$ cat src/logic/rhc_pkg.sv
/*
  shared constants and carrier types of the redundant hub controller.
  assumes a 10 MHz system clock and a classic wishbone register bus.
*/
package rhc_pkg;
  // ----------------------------------------
  // timing
  // ----------------------------------------
  localparam int CLK_HZ = 10_000_000;
  localparam int LAMP_ON_MS = 5000;
  localparam int LAMP_ON_CYC = LAMP_ON_MS * (CLK_HZ / 1000);
  localparam int BLINK_MS = 25000;
  localparam int BLINK_CYC = BLINK_MS * (CLK_HZ / 1000);
  localparam int FLASH_HALF_MS = 250;
  localparam int FLASH_HALF_CYC = FLASH_HALF_MS * (CLK_HZ / 1000);
  localparam int RESET_PULSE_CYC = 16;
  // ----------------------------------------
  // slots
  // ----------------------------------------
  localparam logic [4:0] SLOT_PRIMARY = 5'h12;
  localparam logic [4:0] SLOT_SECOND = 5'h13;
  localparam logic [4:0] SLOT_LEGACY = 5'h11;
  // ----------------------------------------
  // register offsets (byte addresses)
  // ----------------------------------------
  localparam logic [7:0] REG_CTRL = 8'h00;
  localparam logic [7:0] REG_STATUS = 8'h04;
  localparam logic [7:0] REG_BUDGET = 8'h08;
  localparam logic [7:0] REG_USED = 8'h0c;
  localparam logic [7:0] REG_AREA = 8'h10;
  localparam logic [7:0] REG_ID = 8'h14;
  localparam int CTRL_RESET_BIT = 0;
  localparam int CTRL_LEGACY_BIT = 1;
  localparam logic [15:0] BUDGET_RST = 16'h0000;
  localparam logic [31:0] WB_UNMAPPED = 32'h0000_0000;
  // ----------------------------------------
  // carriers
  // ----------------------------------------
  typedef struct packed {
    logic [3:0] sup_present;
    logic [3:0] sup_fault;
    logic [2:0] fan_fault;
    logic over_temp;
    logic card_fault;
  } rhc_env_t;

  typedef struct packed {
    logic [3:0] sup;
    logic [2:0] fan;
    logic temp;
    logic active;
    logic standby;
  } rhc_led_t;

  typedef struct packed {
    logic valid;
    logic [4:0] slot;
    logic [15:0] power;
    logic [1:0] area;
    logic [1:0] pclass;
    logic [31:0] identity;
  } rhc_admit_t;

  typedef enum logic [1:0] {
    LT_IDLE,
    LT_ALL_ON,
    LT_BLINK
  } rhc_lamp_t;
endpackage

$ cat src/logic/rhc_top.sv
/*
  supervisory logic of a chassis controller card: backplane clock, power
  admission, overheat shedding, front-panel lamps, buttons and the
  active/standby election. assumes debounced button levels, a decoded
  control-serial-bus admission request and a wishbone classic master.
*/
// How it works
// - never leave hub without active controller
// - active card drives backplane clock
// - overheat sheds area modules by class
// - admit if budget left, record consumption
// - forward admitted identity to hub manager
// - supply lamps: off/on/flash; fan lamps: on/flash
// - temperature lamp flashes while overheated
// - active lamp on active; standby flashes faulty
// - hub reset only on active, console same
// - lamp test works active or standby
// - all lamps lit about five seconds
// - both cards monitor temperature and power
// - takeover triggers fast reboot of modules if peer still present
// - hot insertion: first card in is active
// - power-up: slot 18 card active
// - after hub reset slot 18 active
// - legacy manager sees active at slot 17
`timescale 1ns/100ps
module rhc_top #(
  parameter int LAMP_ON_N = rhc_pkg::LAMP_ON_CYC,
  parameter int BLINK_N = rhc_pkg::BLINK_CYC,
  parameter int FLASH_N = rhc_pkg::FLASH_HALF_CYC,
  parameter int SLOTS = 32
) (
  input wire logic clk_i,
  input wire logic rst_i,
  input wire logic wb_cyc_i,
  input wire logic wb_stb_i,
  input wire logic wb_we_i,
  input wire logic [7:0] wb_adr_i,
  input wire logic [3:0] wb_sel_i,
  input wire logic [31:0] wb_dat_i,
  output logic [31:0] wb_dat_o,
  output logic wb_ack_o,
  input wire logic in_slot18_i,
  input wire logic peer_present_i,
  input wire logic peer_active_i,
  input wire logic power_on_i,
  input wire logic hub_reset_in_i,
  input wire logic reset_button_i,
  input wire logic lamp_button_i,
  input wire rhc_pkg::rhc_env_t env_i,
  input wire logic [3:0] overheat_area_i,
  input wire rhc_pkg::rhc_admit_t admit_i,
  output rhc_pkg::rhc_led_t led_o,
  output logic active_o,
  output logic backplane_clk_o,
  output logic hub_reset_o,
  output logic fast_reboot_o,
  output logic [SLOTS-1:0] slot_power_o,
  output logic lamp_all_on_o,
  output logic lamp_blink_o,
  output rhc_pkg::rhc_admit_t hub_manager_o,
  output logic [4:0] presented_slot_o
);
  import rhc_pkg::*;

  // ----------------------------------------
  // pin synchronisers
  // ----------------------------------------
  localparam int NS = 7 + $bits(rhc_env_t);
  logic [NS-1:0] raw_w;
  logic [NS-1:0] s1_q, s2_q;
  logic [4:0] last_q;
  assign raw_w = {in_slot18_i, peer_present_i, peer_active_i, power_on_i,
                  hub_reset_in_i, reset_button_i, lamp_button_i, env_i};
  logic slot18_w, peer_pres_w, peer_act_w, pwr_w, hreset_w, rbtn_w, lbtn_w, hot_w;
  rhc_env_t env_w;
  assign {slot18_w, peer_pres_w, peer_act_w, pwr_w, hreset_w, rbtn_w, lbtn_w, env_w} = s2_q;
  assign hot_w = env_w.over_temp;
  always_ff @(posedge clk_i) begin
    if (rst_i) begin
      s1_q <= '0;
      s2_q <= '0;
      last_q <= 5'h00;
    end else begin
      s1_q <= raw_w;
      s2_q <= s1_q;
      last_q <= {pwr_w, hreset_w, rbtn_w, lbtn_w, peer_act_w};
    end
  end
  logic pwr_rise_w, hreset_rise_w, rbtn_rise_w, lbtn_rise_w, peer_lost_w;
  assign pwr_rise_w = pwr_w & ~last_q[4];
  assign hreset_rise_w = hreset_w & ~last_q[3];
  assign rbtn_rise_w = rbtn_w & ~last_q[2];
  assign lbtn_rise_w = lbtn_w & ~last_q[1];
  assign peer_lost_w = last_q[0] & ~peer_act_w;

  // ----------------------------------------
  // registers
  // ----------------------------------------
  logic console_reset_w;
  logic legacy_q;
  logic [15:0] budget_q;
  logic [15:0] used_q;
  logic [3:0] area_mask_q;
  logic [31:0] last_id_q;
  logic active_q;
  logic wb_req_w, wb_wr_w;
  assign wb_req_w = wb_cyc_i & wb_stb_i & ~wb_ack_o;
  assign wb_wr_w = wb_cyc_i & wb_stb_i & wb_we_i & wb_ack_o;
  assign console_reset_w = wb_wr_w & (wb_adr_i == REG_CTRL) & wb_sel_i[0] & wb_dat_i[CTRL_RESET_BIT];
  always_ff @(posedge clk_i) begin
    if (rst_i) begin
      wb_ack_o <= 1'b0;
      wb_dat_o <= 32'h0000_0000;
    end else begin
      wb_ack_o <= wb_req_w;
      if (wb_req_w && !wb_we_i) begin
        case (wb_adr_i)
          REG_CTRL: wb_dat_o <= {30'h0000_0000, legacy_q, 1'b0};
          REG_STATUS: wb_dat_o <= {29'h0000_0000, fast_reboot_o, hub_reset_o, active_q};
          REG_BUDGET: wb_dat_o <= {16'h0000, budget_q};
          REG_USED: wb_dat_o <= {16'h0000, used_q};
          REG_AREA: wb_dat_o <= {28'h000_0000, area_mask_q};
          REG_ID: wb_dat_o <= last_id_q;
          default: wb_dat_o <= WB_UNMAPPED;
        endcase
      end
    end
  end
  always_ff @(posedge clk_i) begin
    if (rst_i) begin
      legacy_q <= 1'b0;
      budget_q <= BUDGET_RST;
      area_mask_q <= 4'h0;
    end else if (wb_wr_w) begin
      if (wb_adr_i == REG_CTRL && wb_sel_i[0])
        legacy_q <= wb_dat_i[CTRL_LEGACY_BIT];
      if (wb_adr_i == REG_BUDGET && wb_sel_i[0])
        budget_q[7:0] <= wb_dat_i[7:0];
      if (wb_adr_i == REG_BUDGET && wb_sel_i[1])
        budget_q[15:8] <= wb_dat_i[15:8];
      if (wb_adr_i == REG_AREA && wb_sel_i[0])
        area_mask_q <= wb_dat_i[3:0];
    end
  end

  // ----------------------------------------
  // election and hub reset
  // ----------------------------------------
  logic do_reset_w;
  logic [4:0] rst_cnt_q;
  assign do_reset_w = active_q & (rbtn_rise_w | console_reset_w);
  always_ff @(posedge clk_i) begin
    if (rst_i) begin
      active_q <= 1'b0;
    end else if (pwr_rise_w || hreset_rise_w || do_reset_w) begin
      active_q <= slot18_w | ~peer_pres_w;
    end else if (!active_q && !peer_act_w) begin
      active_q <= 1'b1;
    end
  end
  always_ff @(posedge clk_i) begin
    if (rst_i) begin
      rst_cnt_q <= 5'h00;
      hub_reset_o <= 1'b0;
    end else begin
      if (do_reset_w)
        rst_cnt_q <= 5'(RESET_PULSE_CYC);
      else if (rst_cnt_q != 5'h00)
        rst_cnt_q <= rst_cnt_q - 5'h01;
      hub_reset_o <= do_reset_w | (rst_cnt_q > 5'h01);
    end
  end
  always_ff @(posedge clk_i) begin
    if (rst_i) begin
      fast_reboot_o <= 1'b0;
      active_o <= 1'b0;
      backplane_clk_o <= 1'b0;
      presented_slot_o <= SLOT_SECOND;
    end else begin
      fast_reboot_o <= ~active_q & peer_lost_w & peer_pres_w;
      active_o <= active_q;
      backplane_clk_o <= active_q & ~backplane_clk_o;
      if (legacy_q)
        presented_slot_o <= active_q ? SLOT_LEGACY : 5'h00;
      else
        presented_slot_o <= slot18_w ? SLOT_PRIMARY : SLOT_SECOND;
    end
  end

  // ----------------------------------------
  // power admission and shedding
  // ----------------------------------------
  logic [SLOTS-1:0][15:0] draw_q;
  logic [SLOTS-1:0][1:0] area_q;
  logic [SLOTS-1:0][1:0] class_q;
  logic fits_w;
  logic [15:0] shed_w;
  assign fits_w = ({1'b0, used_q} + {1'b0, admit_i.power}) <= {1'b0, budget_q};
  always_comb begin
    shed_w = 16'h0000;
    for (int k = 0; k < SLOTS; k++) begin
      if (slot_power_o[k] && hot_w && area_mask_q[area_q[k]] && class_q[k] == 2'h0)
        shed_w = shed_w + draw_q[k];
    end
  end
  generate
    for (genvar i = 0; i < SLOTS; i++) begin : g_slot
      always_ff @(posedge clk_i) begin
        if (rst_i || hub_reset_o) begin
          slot_power_o[i] <= 1'b0;
          draw_q[i] <= 16'h0000;
          area_q[i] <= 2'h0;
          class_q[i] <= 2'h0;
        end else if (admit_i.valid && admit_i.slot == 5'(i) && fits_w && !slot_power_o[i]) begin
          slot_power_o[i] <= 1'b1;
          draw_q[i] <= admit_i.power;
          area_q[i] <= admit_i.area;
          class_q[i] <= admit_i.pclass;
        end else if (hot_w && area_mask_q[area_q[i]] && class_q[i] == 2'h0) begin
          slot_power_o[i] <= 1'b0;
        end
      end
    end
  endgenerate
  always_ff @(posedge clk_i) begin
    if (rst_i || hub_reset_o) begin
      used_q <= 16'h0000;
      last_id_q <= 32'h0000_0000;
      hub_manager_o <= '0;
    end else begin
      hub_manager_o <= '0;
      if (admit_i.valid && fits_w && !slot_power_o[admit_i.slot]) begin
        used_q <= used_q + admit_i.power - shed_w;
        last_id_q <= admit_i.identity;
        hub_manager_o <= admit_i;
      end else begin
        used_q <= used_q - shed_w;
      end
    end
  end

  // ----------------------------------------
  // lamp test and flashing
  // ----------------------------------------
  rhc_lamp_t lamp_q;
  logic [31:0] lamp_cnt_q;
  logic [31:0] flash_cnt_q;
  logic flash_q;
  always_ff @(posedge clk_i) begin
    if (rst_i) begin
      flash_cnt_q <= 32'h0000_0000;
      flash_q <= 1'b0;
    end else if (flash_cnt_q >= 32'(FLASH_N - 1)) begin
      flash_cnt_q <= 32'h0000_0000;
      flash_q <= ~flash_q;
    end else begin
      flash_cnt_q <= flash_cnt_q + 32'h0000_0001;
    end
  end
  always_ff @(posedge clk_i) begin
    if (rst_i) begin
      lamp_q <= LT_IDLE;
      lamp_cnt_q <= 32'h0000_0000;
    end else begin
      case (lamp_q)
        LT_IDLE: begin
          if (lbtn_rise_w) begin
            lamp_q <= LT_ALL_ON;
            lamp_cnt_q <= 32'(LAMP_ON_N - 1);
          end
        end
        LT_ALL_ON: begin
          if (lamp_cnt_q == 32'h0000_0000) begin
            lamp_q <= LT_BLINK;
            lamp_cnt_q <= 32'(BLINK_N - 1);
          end else begin
            lamp_cnt_q <= lamp_cnt_q - 32'h0000_0001;
          end
        end
        LT_BLINK: begin
          if (lamp_cnt_q == 32'h0000_0000)
            lamp_q <= LT_IDLE;
          else
            lamp_cnt_q <= lamp_cnt_q - 32'h0000_0001;
        end
        default: lamp_q <= LT_IDLE;
      endcase
    end
  end
  always_ff @(posedge clk_i) begin
    if (rst_i) begin
      led_o <= '0;
      lamp_all_on_o <= 1'b0;
      lamp_blink_o <= 1'b0;
    end else begin
      lamp_all_on_o <= (lamp_q == LT_ALL_ON);
      lamp_blink_o <= (lamp_q == LT_BLINK);
      if (lamp_q == LT_ALL_ON) begin
        led_o <= '1;
      end else begin
        led_o.sup <= env_w.sup_present & (~env_w.sup_fault | {4{flash_q}});
        led_o.fan <= ~env_w.fan_fault | {3{flash_q}};
        led_o.temp <= hot_w & flash_q;
        led_o.active <= active_q;
        led_o.standby <= env_w.card_fault & flash_q;
      end
    end
  end

  // ----------------------------------------
  // checks
  // ----------------------------------------
  AST_RESET_ACTIVE_ONLY: assert property (@(posedge clk_i) disable iff (rst_i)
    $rose(hub_reset_o) |-> $past(active_q)) else $error("hub reset from standby");
  AST_LED_ACTIVE: assert property (@(posedge clk_i) disable iff (rst_i)
    (lamp_q == LT_IDLE && $past(lamp_q) == LT_IDLE) |-> led_o.active == $past(active_q))
    else $error("active lamp mismatch");
  AST_ALL_ON: assert property (@(posedge clk_i) disable iff (rst_i)
    $past(lamp_q) == LT_ALL_ON |-> led_o == '1) else $error("lamp test not all on");
  AST_LAMP_START: assert property (@(posedge clk_i) disable iff (rst_i)
    (lamp_q == LT_IDLE && lbtn_rise_w) |=> lamp_q == LT_ALL_ON) else $error("lamp test ignored");
  AST_TAKEOVER: assert property (@(posedge clk_i) disable iff (rst_i)
    (!active_q && !peer_act_w && !pwr_rise_w && !hreset_rise_w) |=> active_q)
    else $error("no active controller");
  AST_CLOCK_IDLE: assert property (@(posedge clk_i) disable iff (rst_i)
    (!active_q ##1 !active_q) |=> !backplane_clk_o) else $error("standby drives clock");
  AST_ADMIT_FWD: assert property (@(posedge clk_i) disable iff (rst_i || hub_reset_o)
    (admit_i.valid && fits_w && !slot_power_o[admit_i.slot]) |=> hub_manager_o.valid)
    else $error("identity not forwarded");
  AST_OVER_BUDGET: assert property (@(posedge clk_i) disable iff (rst_i || hub_reset_o)
    (admit_i.valid && !fits_w) |=> !hub_manager_o.valid) else $error("admitted over budget");
  AST_TEMP_LED: assert property (@(posedge clk_i) disable iff (rst_i)
    (!hot_w && lamp_q != LT_ALL_ON) |=> !led_o.temp) else $error("temp lamp lit while cool");
  AST_LEGACY_SLOT: assert property (@(posedge clk_i) disable iff (rst_i)
    (legacy_q && active_q) |=> presented_slot_o == SLOT_LEGACY) else $error("legacy slot wrong");
endmodule

$ cat config.mk
export PLATFORM = sky130hd
export DESIGN_NAME = rhc_top
export DESIGN_NICKNAME = d
export VERILOG_FILES = /design/src/logic/rhc_pkg.sv /design/src/logic/rhc_top.sv
export SDC_FILE = /design/constraint.sdc
export NUM_CORES = 2
export LEC_CHECK = 0
export ABC_AREA = 1
export ABC_CLOCK_PERIOD_IN_PS = 41800
export BUFFER_PORTS_ARGS = -buffer_cell sky130_fd_sc_hd__buf_4
export CAP_MARGIN = 20
export CORE_MARGIN = 4
export CORE_UTILIZATION = 38
export CTS_CLUSTER_DIAMETER = 30
export DETAILED_ROUTE_END_ITERATION = 7
export GPL_TIMING_DRIVEN = 0
export PLACE_DENSITY = 0.59
export SETUP_SLACK_MARGIN = 0.3
export SLEW_MARGIN = 20
export SYNTH_ARGS = -nofsm -noshare
export SYNTH_HDL_FRONTEND = slang
export SYNTH_SLANG_ARGS = --single-unit
$ cat constraint.sdc
create_clock -name clk_i -period 41.8 [get_ports clk_i]
set_clock_uncertainty 0.1 [all_clocks]
set_input_delay 2.09 -clock clk_i [delete_from_list [all_inputs] [get_ports clk_i]]
set_output_delay 2.09 -clock clk_i [all_outputs]
set_load 0.02 [all_outputs]
==> impl_metrics.env <==
export IMPL_min_path_cells=1
export IMPL_holdBufCountCts=0
export IMPL_pre_cts_slack_ns=7.34
export IMPL_grt_max_degree=17
export IMPL_clk_latency_ns=0.90
export IMPL_min_period_ns=34.78
export IMPL_crit_top_cell="inv_1"
export IMPL_async_flop_share=0
export IMPL_drt_total_wl_mm=245
export IMPL_ys_ff_latch=969
export IMPL_io_buffers=248
export IMPL_cts_buffers=285
export IMPL_p_sw_frac=0.277
export IMPL_post_route_cell_area_um2=80500
export IMPL_irDropWorstVdd_uv=35.8
export IMPL_setup_viol=0
export IMPL_areaGrowthSynthToFinish_pct=22.0
export IMPL_ioPinCount=275
export IMPL_status="complete, no violations"
export IMPL_p_leak_uw=0.0374
export IMPL_fp_dieW_um=425
export IMPL_rows=152
export IMPL_worst_setup_path_type="flip-flop to flip-flop"
export IMPL_p_comb_frac=0.139
export IMPL_timing_final_ws_setup_ns=7.02
export IMPL_crit_required_ns=42.48
export IMPL_fmax_ghz=0.0288
export IMPL_antenna_found_initial=17
export IMPL_clock_root_buffer="clkbuf_16"
export IMPL_firstDrtPassIters=6
export IMPL_tightest_slew_ns=1.29
export IMPL_dp_hpwl_mm=189
export IMPL_synth_edff_count=0
export IMPL_synth_top_flop_cell="dfxtp_1"
export IMPL_overflow=0
export IMPL_postCtsSetupRepairBufs=0
export IMPL_dieArea_um2=180000
export IMPL_rsz0062_at_grt="no"
export IMPL_clock_sinks=969
export IMPL_dp_cells=12285
export IMPL_initial_utilization=0.383
export IMPL_netlist_cell_type_count=73
export IMPL_cap_viol_max_count=0
export IMPL_slew_headroom=0.138
export IMPL_layout_commonest_cell="nand2_1"
export IMPL_stdcell_count=12785
export IMPL_core_area_um2=172000
export IMPL_timing_hold_ws_ns=0.296
export IMPL_cts_htree_levels=5
export IMPL_cts_clk_slew_worst_paths_ns=0.05
export IMPL_p_clk_frac=0.588
export IMPL_mostFrequentLayoutCells="nand2_1, inv_1, a21oi_1, dfxtp_1, o21ai_0"
export IMPL_dpl_cell_area_um2=71000
export IMPL_yosysWarnings=0
export IMPL_worst_endpoint_arrival_ns=35.46
export IMPL_dieHeight_um=425
export IMPL_power_density_nw_per_um2=44.9
export IMPL_grt_first_pass_wirelength_mm=369
export IMPL_clock_path_buffers=4
export IMPL_grt_pass1_vias=63013
export IMPL_critical_path_max_stage_delay_ns=0.56
export IMPL_fin_tns_setup_ns=0
export IMPL_num_vias=66279
export IMPL_crit_path_end_kind="flip-flop"
export IMPL_slowest_stage="dfxtp_1"
export IMPL_share_seq_of_total_power=0.273
export IMPL_drive_gt1_frac=0.106
export IMPL_nFillCells=17332
export IMPL_cts_tree="done"
export IMPL_netlist_area_um2=66000
export IMPL_nets=11035
export IMPL_startpoint_type="flip-flop"
export IMPL_final_max_slew_viol_count=0
export IMPL_p_int_uw=2620
export IMPL_crit_fanout=7
export IMPL_hold_viol_final=0
export IMPL_drc=0
export IMPL_avgSynthCellArea_um2=6.79
export IMPL_wl_per_cell_um=19.2
export IMPL_grt_util_all_layers=0.263
export IMPL_p_switching_uw=1000
export IMPL_drt_iter0_drc=5413
export IMPL_gp_congestion=0.951
export IMPL_ctsResizeCount=0
export IMPL_yosysSeqAreaShare=0.294
export IMPL_rr_worst_depth=226
export IMPL_netlist_instances=9706
export IMPL_ant_nets=0
export IMPL_fin_crit_sh=0.832
export IMPL_via_per_inst=5.18
export IMPL_hp_class="flip-flop to flip-flop"
-- per-stage QoR --
step,total power [uW],utilization
final,3620,0.468
after global routing,3750,0.468
after CTS,3630,0.467
after detailed placement,1490,0.413
after global placement,1480,0.411
after floorplan,1320,-
-- registers in the layout, indices dropped and copies added (netlist names), 16 cells and up --
signal	cells
slot_power_o	32
used_q	16
class_q	64
last_id_q	32
budget_q	16
draw_q	512
area_q	64
wb_dat_o	32
lamp_cnt_q	32
s1_q	20
s2_q	20
flash_cnt_q	32
hub_manager_o	58
-- final timing paths --
check / startpoint / end / slack [ns]
setup / recovery: area_mask_q[3] / used_q[15] / 7.02
hold / removal: s2_q[5] / led_o[6] / 0.30
setup reg to reg: area_mask_q[3] / used_q[15] / 7.02
hold reg to reg: s2_q[5] / led_o[6] / 0.30
-- critical path, delay by kind of cell (launching register included) --
family	cells	cell delay, ns
AND/OR/NAND/NOR	72	11.95
adder cells (fa/ha/maj)	33	10.23
flip-flops	1	0.56
XOR/XNOR	8	1.38
AO/OA/AOI/OAI	43	6.32
buffers and inverters	70	4.17
-- metal layers --
metal	global-route usage	routed length, um	up-vias
met4	0.131	12500	2
met3	0.0477	17700	516
met5	0	14	-
li1	-	-	32795
met1	0.336	105000	30757
met2	0.425	110000	2209
-- cells in the mapped netlist (62+ instances only) --
cell	instances	area [um^2]
and2_1	70	438
clkbuf_1	326	1220
a21oi_1	1370	6860
dfxtp_1	969	19400
nor2_1	537	2020
o21ai_0	884	4420
nand2_1	1684	6320
nor3_1	114	571
o21bai_1	62	465
xor2_1	149	1310
nand3_1	552	2760
or2_2	111	694
xnor2_1	122	1070
inv_1	1577	5920
ha_1	594	7430
-- power groups by stage --
stage | Combinational, uW | Clock, uW | Sequential (uW)
after detailed placement | 492 | 0 | 1000
after CTS | 496 | 2150 | 985
after floorplan | 314 | 0 | 1000
after global placement | 479 | 0 | 1000
after global routing | 556 | 2200 | 988
final | 504 | 2130 | 986
-- cell type report --
cell class	count	area, um^2	area share
multi-input combinational	6723	38600	0.479
timing repair buffer	258	2100	0.0260
tap	2310	2890	0.0359
sequential	969	19400	0.241
clock buffer	376	8010	0.0995
buffer	412	2000	0.0248
inverter	1613	6070	0.0755
clock inverter	116	1410	0.0175
antenna	8	20.0	0.000249
-- cells by family (layout without fill, tap and decap cells) --
logic type | after synthesis | in the layout | synth area share
buffers and inverters | 2025 | 2775 | 0.122
adder cells (fa/ha/maj) | 642 | 642 | 0.127
AO/OA/AOI/OAI | 2550 | 2550 | 0.205
other | 1 | 20 | 0.0000569
XOR/XNOR | 271 | 271 | 0.0360
AND/OR/NAND/NOR | 3248 | 3248 | 0.215
flip-flops | 969 | 969 | 0.294
Note: power is estimated with default switching activity, not from simulation.
